<file path="config.mk">
export PLATFORM = sky130hd
export DESIGN_NAME = crt_timer
export DESIGN_NICKNAME = d
export VERILOG_FILES = /design/src/crt_pkg.sv /design/src/crt_timer.sv
export VERILOG_INCLUDE_DIRS = /design/src
export SDC_FILE = /design/constraint.sdc
export NUM_CORES = 1
export LEC_CHECK = 0
export BUFFER_PORTS_ARGS = -buffer_cell sky130_fd_sc_hd__buf_2
export CAP_MARGIN = 15
export CORE_MARGIN = 2
export CORE_UTILIZATION = 51
export CTS_CLUSTER_DIAMETER = 100
export DETAILED_ROUTE_END_ITERATION = 7
export GPL_TIMING_DRIVEN = 1
export PLACE_DENSITY = 0.77
export SETUP_SLACK_MARGIN = 0.3
export SLEW_MARGIN = 20
export SYNTH_ARGS = -nofsm -noshare
export SYNTH_HDL_FRONTEND = slang
export SYNTH_SLANG_ARGS = --single-unit
</file>
<file path="constraint.sdc">
create_clock -name pclk -period 2.5 [get_ports pclk]
set_input_delay 0.5 -clock pclk [delete_from_list [all_inputs] [get_ports pclk]]
set_output_delay 0.5 -clock pclk [all_outputs]
set_load 0.005 [all_outputs]
</file>
<file path="src/crt_regs.svh">
`ifndef CRT_REGS_SVH
`define CRT_REGS_SVH

// register indices; the byte address is four times the index
`define CRT_IDX_CTRL      8'hc8
`define CRT_IDX_MODE      8'hc9
`define CRT_IDX_RCAP_LO   8'hca
`define CRT_IDX_RCAP_HI   8'hcb
`define CRT_IDX_CNT_LO    8'hcc
`define CRT_IDX_CNT_HI    8'hcd
`define CRT_IDX_MISC      8'hce

// reset values
`define CRT_RST_CTRL      8'h00
`define CRT_RST_MODE      8'h00
`define CRT_RST_RCAP      16'h0000
`define CRT_RST_CNT       16'h0000
`define CRT_RST_MISC      8'h00

// writable bits of the mode register
`define CRT_MODE_WMASK    8'h09

// field positions of the misc register
`define CRT_MISC_IRQ_EN   0
`define CRT_MISC_PRIO     1
`define CRT_MISC_DIV_SEL  2

// timer prescale, in clocks per tick
`define CRT_DIV_SLOW      4'hc
`define CRT_DIV_FAST      4'h4
`define CRT_BAUD_CLKS     2

`endif

</file>
<file path="src/crt_pkg.sv">
package crt_pkg;

  typedef struct packed {
    logic ovf_flag;
    logic ext_flag;
    logic rx_baud_sel;
    logic tx_baud_sel;
    logic ext_trig_en;
    logic run;
    logic cnt_sel;
    logic cap_sel;
  } crt_ctrl_t;

  typedef struct packed {
    logic [3:0] rsvd_hi;
    logic       cap_reset_en;
    logic [1:0] rsvd_lo;
    logic       down_en;
  } crt_mode_t;

  typedef struct packed {
    logic rx_tick;
    logic tx_tick;
  } crt_baud_t;

  typedef enum logic [2:0] {
    CRT_RELOAD  = 3'b001,
    CRT_CAPTURE = 3'b010,
    CRT_BAUD    = 3'b100
  } crt_func_t;

endpackage

</file>
<file path="src/crt_timer.sv">
`timescale 1ns/1ps
`default_nettype none
`include "crt_regs.svh"

module crt_timer (
  input  wire logic                pclk,
  input  wire logic                presetn,
  input  wire logic                clk_en,
  input  wire logic                psel,
  input  wire logic                penable,
  input  wire logic                pwrite,
  input  wire logic [11:0]         paddr,
  input  wire logic [31:0]         pwdata,
  output logic      [31:0]         prdata,
  output logic                     pready,
  output logic                     pslverr,
  input  wire logic                trigger_pin,
  input  wire logic                external_count_pin,
  input  wire logic                other_timer_ovf,
  input  wire logic [1:0]          serial_mode,
  output crt_pkg::crt_baud_t       baud_tick,
  output logic                     timer_irq_req,
  output logic                     timer_irq_high_prio
);
  import crt_pkg::*;

  function automatic logic crt_hit(
    input logic [11:0] a,
    input logic [7:0]  idx
  );
    crt_hit = (a == {2'h0, idx, 2'h0});
  endfunction

  // pin synchronisers: [0] trigger, [1] count pin
  logic [1:0] pin_raw;
  logic [1:0] sync1_q;
  logic [1:0] sync2_q;
  logic [1:0] sync3_q;
  logic [1:0] pin_fall;

  assign pin_raw = {external_count_pin, trigger_pin};

  genvar gi;
  generate
    for (gi = 0; gi < 2; gi++) begin : g_sync
      always_ff @(posedge pclk or negedge presetn) begin
        if (!presetn) begin
          sync1_q[gi] <= 1'b1;
          sync2_q[gi] <= 1'b1;
          sync3_q[gi] <= 1'b1;
        end else if (clk_en) begin
          sync1_q[gi] <= pin_raw[gi];
          sync2_q[gi] <= sync1_q[gi];
          sync3_q[gi] <= sync2_q[gi];
        end
      end
      assign pin_fall[gi] = sync3_q[gi] & ~sync2_q[gi];
    end
  endgenerate

  logic trig_fall;
  logic trig_lvl;
  logic cnt_fall;

  assign trig_fall = pin_fall[0];
  assign trig_lvl  = sync2_q[0];
  assign cnt_fall  = pin_fall[1];

  crt_ctrl_t   ctrl_q;
  crt_ctrl_t   ctrl_d;
  crt_mode_t   mode_q;
  crt_mode_t   mode_d;
  logic [15:0] rcap_q;
  logic [15:0] rcap_d;
  logic [15:0] cnt_q;
  logic [15:0] cnt_d;
  logic [7:0]  misc_q;
  logic [7:0]  misc_d;
  logic [3:0]  pre_q;
  logic [3:0]  pre_d;
  logic        half_q;
  logic        half_d;
  logic [31:0] prdata_q;
  logic [31:0] prdata_d;
  crt_baud_t   baud_q;
  crt_baud_t   baud_d;

  crt_func_t   func;
  logic        wr;
  logic        setup;
  logic        hit_any;
  logic        tick;
  logic        count_down;
  logic        own_ovf;
  logic        ovf_set;
  logic        ext_set;
  logic        trig_act;
  logic [3:0]  pre_max;
  logic [7:0]  rd_val;

  always_comb begin
    if (ctrl_q.rx_baud_sel || ctrl_q.tx_baud_sel) begin
      func = CRT_BAUD;
    end else if (ctrl_q.cap_sel) begin
      func = CRT_CAPTURE;
    end else begin
      func = CRT_RELOAD;
    end
  end

  assign setup   = psel & ~penable;
  assign wr      = psel & penable & pwrite & clk_en;
  assign hit_any = crt_hit(paddr, `CRT_IDX_CTRL)
                 | crt_hit(paddr, `CRT_IDX_MODE)
                 | crt_hit(paddr, `CRT_IDX_RCAP_LO)
                 | crt_hit(paddr, `CRT_IDX_RCAP_HI)
                 | crt_hit(paddr, `CRT_IDX_CNT_LO)
                 | crt_hit(paddr, `CRT_IDX_CNT_HI)
                 | crt_hit(paddr, `CRT_IDX_MISC);

  // a frozen block cannot finish a transfer, so pready follows the enable
  assign pready  = clk_en;
  assign pslverr = psel & penable & ~hit_any;
  assign prdata  = prdata_q;

  always_comb begin
    ctrl_d     = ctrl_q;
    mode_d     = mode_q;
    rcap_d     = rcap_q;
    cnt_d      = cnt_q;
    misc_d     = misc_q;
    pre_d      = pre_q;
    half_d     = half_q;
    prdata_d   = prdata_q;
    baud_d     = '0;
    tick       = 1'b0;
    own_ovf    = 1'b0;
    ovf_set    = 1'b0;
    ext_set    = 1'b0;
    rd_val     = 8'h00;
    pre_max    = misc_q[`CRT_MISC_DIV_SEL] ? (`CRT_DIV_FAST - 4'h1)
                                           : (`CRT_DIV_SLOW - 4'h1);
    count_down = (func == CRT_RELOAD) && mode_q.down_en
                 && !trig_lvl;
    trig_act   = trig_fall && ctrl_q.ext_trig_en
                 && (func != CRT_BAUD);

    // tick source; nothing advances while run is clear
    if (ctrl_q.run) begin
      if (func == CRT_BAUD) begin
        half_d = ~half_q;
        tick   = half_q;
      end else if (ctrl_q.cnt_sel) begin
        tick = cnt_fall;
      end else if (pre_q >= pre_max) begin
        pre_d = 4'h0;
        tick  = 1'b1;
      end else begin
        pre_d = pre_q + 4'h1;
      end
    end

    if (tick) begin
      if (count_down) begin
        if (cnt_q == rcap_q) begin
          cnt_d   = 16'hffff;
          own_ovf = 1'b1;
        end else begin
          cnt_d = cnt_q - 16'h0001;
        end
      end else if (cnt_q == 16'hffff) begin
        own_ovf = 1'b1;
        if (func == CRT_CAPTURE) begin
          cnt_d = 16'h0000;
        end else begin
          cnt_d = rcap_q;
        end
      end else begin
        cnt_d = cnt_q + 16'h0001;
      end
    end

    if (own_ovf && (func != CRT_BAUD)) begin
      ovf_set = 1'b1;
    end
    // with down counting the trigger pin steers direction, so overflow marks it instead
    if (own_ovf && (func == CRT_RELOAD) && mode_q.down_en) begin
      ext_set = 1'b1;
    end

    if (trig_act) begin
      if (func == CRT_CAPTURE) begin
        rcap_d  = cnt_q;
        ext_set = 1'b1;
        if (mode_q.cap_reset_en) begin
          cnt_d = 16'h0000;
        end
      end else if (!mode_q.down_en) begin
        cnt_d   = rcap_q;
        ext_set = 1'b1;
      end
    end

    // software writes override hardware updates, except flag sets
    if (wr && crt_hit(paddr, `CRT_IDX_CTRL)) begin
      ctrl_d = crt_ctrl_t'(pwdata[7:0]);
    end
    if (wr && crt_hit(paddr, `CRT_IDX_MODE)) begin
      mode_d = crt_mode_t'(pwdata[7:0] & `CRT_MODE_WMASK);
    end
    if (wr && crt_hit(paddr, `CRT_IDX_RCAP_LO)) begin
      rcap_d[7:0] = pwdata[7:0];
    end
    if (wr && crt_hit(paddr, `CRT_IDX_RCAP_HI)) begin
      rcap_d[15:8] = pwdata[7:0];
    end
    if (wr && crt_hit(paddr, `CRT_IDX_CNT_LO)) begin
      cnt_d[7:0] = pwdata[7:0];
    end
    if (wr && crt_hit(paddr, `CRT_IDX_CNT_HI)) begin
      cnt_d[15:8] = pwdata[7:0];
    end
    if (wr && crt_hit(paddr, `CRT_IDX_MISC)) begin
      misc_d = {5'h00, pwdata[2:0]};
    end

    // a hardware set in the same cycle as a clear wins
    ctrl_d.ovf_flag = ctrl_d.ovf_flag | ovf_set;
    ctrl_d.ext_flag = ctrl_d.ext_flag | ext_set;

    if (crt_hit(paddr, `CRT_IDX_CTRL)) begin
      rd_val = ctrl_q;
    end else if (crt_hit(paddr, `CRT_IDX_MODE)) begin
      rd_val = mode_q;
    end else if (crt_hit(paddr, `CRT_IDX_RCAP_LO)) begin
      rd_val = rcap_q[7:0];
    end else if (crt_hit(paddr, `CRT_IDX_RCAP_HI)) begin
      rd_val = rcap_q[15:8];
    end else if (crt_hit(paddr, `CRT_IDX_CNT_LO)) begin
      rd_val = cnt_q[7:0];
    end else if (crt_hit(paddr, `CRT_IDX_CNT_HI)) begin
      rd_val = cnt_q[15:8];
    end else if (crt_hit(paddr, `CRT_IDX_MISC)) begin
      rd_val = misc_q;
    end
    // read data is latched in the setup cycle, one clock before completion
    if (setup) begin
      prdata_d = {24'h000000, rd_val};
    end

    // baud clocks only feed serial modes 1 and 3
    if (serial_mode[0]) begin
      baud_d.rx_tick = ctrl_q.rx_baud_sel ? own_ovf : other_timer_ovf;
      baud_d.tx_tick = ctrl_q.tx_baud_sel ? own_ovf : other_timer_ovf;
    end
  end

  always_ff @(posedge pclk or negedge presetn) begin
    if (!presetn) begin
      ctrl_q   <= crt_ctrl_t'(`CRT_RST_CTRL);
      mode_q   <= crt_mode_t'(`CRT_RST_MODE);
      rcap_q   <= `CRT_RST_RCAP;
      cnt_q    <= `CRT_RST_CNT;
      misc_q   <= `CRT_RST_MISC;
      pre_q    <= 4'h0;
      half_q   <= 1'b0;
      prdata_q <= 32'h00000000;
      baud_q   <= '0;
    end else if (clk_en) begin
      ctrl_q   <= ctrl_d;
      mode_q   <= mode_d;
      rcap_q   <= rcap_d;
      cnt_q    <= cnt_d;
      misc_q   <= misc_d;
      pre_q    <= pre_d;
      half_q   <= half_d;
      prdata_q <= prdata_d;
      baud_q   <= baud_d;
    end
  end

  assign baud_tick           = baud_q;
  assign timer_irq_req       = misc_q[`CRT_MISC_IRQ_EN]
                               & (ctrl_q.ovf_flag | ctrl_q.ext_flag);
  assign timer_irq_high_prio = misc_q[`CRT_MISC_PRIO];

endmodule
`default_nettype wire

</file>
==> qor.yml <==
floorplan:
  dieArea_sq_um: 10670
  die_x_um: 103.3
  fp.dieH_um: 103.3
  num_rows: 36
  core_area_sq_um: 9684
  initial_utilization_pct: 51.93
  io_pins: 93
global_routing:
  grt_pass1_vias: 5115
  grt_max_degree: 38
  antenna_found_initial: 0
  grt_overflow: 0
  grt_use_total_pct: 34.95
  grt_pass1_wl_um: 27900
critical_path:
  critPathMaxFanout: 8
  reg2reg_to: "cnt_q[12]"
  slowest_stage: "or4b_4"
  crit_chain: "buf_6 -> or4b_4 -> or3_4 -> buf_4 -> or4b_4 -> nor2_2 -> a21oi_2 -> a21oi_2 -> o21ai_1"
  critPathMaxStageDelay_ns: 0.61
  start_kind: "primary input"
  reg2reg_depth: 9
  timing.rr.start: "cnt_q[1]"
  critPathKind: "primary input to flop"
  cp.arrival_ns: 2.78
  critPathCapture: "prdata[5]"
  critPathLaunch: "paddr[0]"
  rrSetupSlack_ns: -0.01
  end_kind: "flop"
  cp.required_ns: 2.72
power:
  leakagePower_nw: 3.060
  ir_drop_mv: 0.4141
  p_per_area_nw_per_um2: 464.8
cts:
  clk_path_buf_depth: 2
  h-tree-depth: 3
  cts_made_buffers: 9
  cts_tree: "done"
  ctsHoldBuffers: 0
  cts_sinks: 66
  clkTransAtPathRegs_ns: 0.09
  cts-root-buf: "clkbuf_8"
  insertion_delay_ns: 0.35
run_status:
  status: "finished, violations left"
  violations: "negative setup slack"
route:
  routedWlPerCell_um: 22.87
  drc: 0
  vias_per_cell: 6.679
  drtIter0Drc: 875
  vias: 5791
  wl_um: 19820
  ant_nets: 0
  first_pass_iters: 5
timing:
  setup_tns_ns: -0.1905
  fin_skew_ns: 0.01240
  period_minus_slack_ns: 2.557
  slew_headroom_pct: 63.24
  fin_ws_ns: -0.05698
  finalCritPeriodShare_pct: 102.3
  hold_violations: 0
  slew_viol_final: 0
  fmax_ghz: 0.3911
  worst_pin_slew_ns: 0.5471
  rsz0062_at_grt: "true"
  finalSetupViolations: 6
yosys:
  ys_seq_elements: 66
  synth_warnings: 0
  avgSynthCellArea_sq_um: 8.163
  synthArstFlopShare_pct: 100.0
  synth_ff_type: "dfrtp_1"
  yosysTopAreaCell: "dfrtp_1"
  synth_top_area_share_pct: 29.86
  synthesis.area_sq_um: 5029
  syn_inst: 616
  synth_cell_type_count: 70
  ys_top_cells_by_area: "dfrtp_1 (30%), a21oi_1 (5.4%), nor2_1 (4.5%)"
  ys_seq_area_share_pct: 32.99
  synth-edff-count: 0
place:
  post-dp-hpwl_um: 13160
  gp_congestion: 0.9844
  io_buffers: 43
  place_area_sq_um: 5903
finish:
  num_antenna_cells: 0
  regArea_sq_um: 1659
  layout-drive-gt1-share_pct: 39.24
  num-fill-cells: 701
  num-nets-final: 788
  multi_input_area_sq_um: 3592
  postLayoutCellArea_sq_um: 6873
  syn2layout_area_growth_pct: 36.68
worst_hold_path:
  hold_class: "primary input to asynchronous set/reset pin"
job:
  maxCapViolCount: 0
-- cells in the mapped netlist, types with 5 or more instances --
master,n
xor2_1,22
or3_1,8
dfrtp_1,60
a31oi_1,11
nand2_1,48
o221ai_1,8
buf_1,5
nand3_1,21
xnor2_1,5
a21oi_1,54
and3_1,8
clkbuf_1,40
nor3_1,14
nand4_1,11
o22ai_1,16
dfstp_2,6
nor2_1,60
mux2i_1,19
o21a_1,8
nand3b_1,6
buf_4,26
o21ai_0,28
nor4_1,13
inv_1,12
mux2_2,17
a211oi_1,8
a221oi_1,6
-- worst max-delay path: cells and delay by family --
family / cells / cell delay [ns]
simple gates: 4 / 1.73
compound gates: 3 / 0.30
buf+inv: 2 / 0.24
-- metrics by stage --
step	util, %	hold WS (ns)	total power, mW	setup WS, ns	cells
final	70.97	0.1252	3.195	-0.05698	867
after global routing	70.97	0.1669	3.285	-0.1013	867
after CTS	66.11	0.1409	3.098	0.004006	855
after detailed placement	60.96	0.4718	1.932	-0.3825	835
after global placement	60.96	0.4598	1.908	-0.3225	835
after floorplan	-	0.2044	1.680	-0.2190	639
-- cell usage in the layout, fill, tap and decap left out, drive strengths merged, types with 12 or more instances in the layout --
master / instances
a21oi: 55
buf: 153
conb: 24
dfrtp: 60
inv: 12
mux2: 17
mux2i: 19
nand2: 48
nand3: 21
nor2: 61
nor3: 16
nor4: 13
o21ai: 29
o22ai: 16
xor2: 22
-- where the power goes --
part	switching [mW]	internal, mW
Sequential	0.0882	1.15
Clock	0.468	0.692
Combinational	0.472	0.328
Total	1.03	2.17
-- per-layer routing --
layer	routed length (um)	track usage (%)	part of all wire [%]
met1	7228	45.47	36
met2	9136	55.64	46
met3	2210	7.863	11
met4	1249	16.19	6.3
met5	0	0	0
-- flip-flops by register name, indices dropped and copies added, names as in the netlist --
name       flops
cnt_q         16
rcap_q        16
ctrl_q         8
prdata         8
pre_q          4
misc_q         3
baud_tick      2
mode_q         2
sync1_q        2
sync3_q        2
half_q         1
sync2_q        1
trig_lvl       1
-- cell type report --
cell class | count | share of cell area, %
inverter | 12 | 0.7282
timing repair buffer | 153 | 16.79
sequential | 66 | 24.14
clock buffer | 10 | 2.003
clock inverter | 6 | 1.657
multi-input combinational | 487 | 52.27
tap | 133 | 2.421
-- what timing repair did --
action	CTS	global route
buffers inserted	3	12
gates cloned	1	0
gates resized for setup	46	82
pin swaps	8	30
setup endpoints to repair	41	51
-- kinds of logic (layout without fill, tap and decap cells) --
logic type | Yosys count | in the layout | synth area share (%)
adder cells (fa/ha/maj) | 4 | 4 | 0.9953
AO/OA/AOI/OAI | 179 | 179 | 23.19
multiplexers | 36 | 36 | 7.589
XOR/XNOR | 27 | 27 | 4.703
flip-flops | 66 | 66 | 32.99
AND/OR/NAND/NOR | 217 | 217 | 22.02
other | 1 | 24 | 0.07457
buffers and inverters | 86 | 181 | 8.435
-- how the worst min path moves through the flow --
| stage | start | to | cells after the start |
|---|---|---|---|
| final | presetn | rcap_q[3] | 1 |
| after global routing | presetn | cnt_q[1] | 1 |
| after CTS | presetn | cnt_q[1] | 1 |
| after detailed placement | half_q | half_q | 1 |
| after global placement | half_q | half_q | 1 |
| after floorplan | presetn | baud_tick[0] | 0 |
No activity file was read; power rests on OpenSTA's default activity.
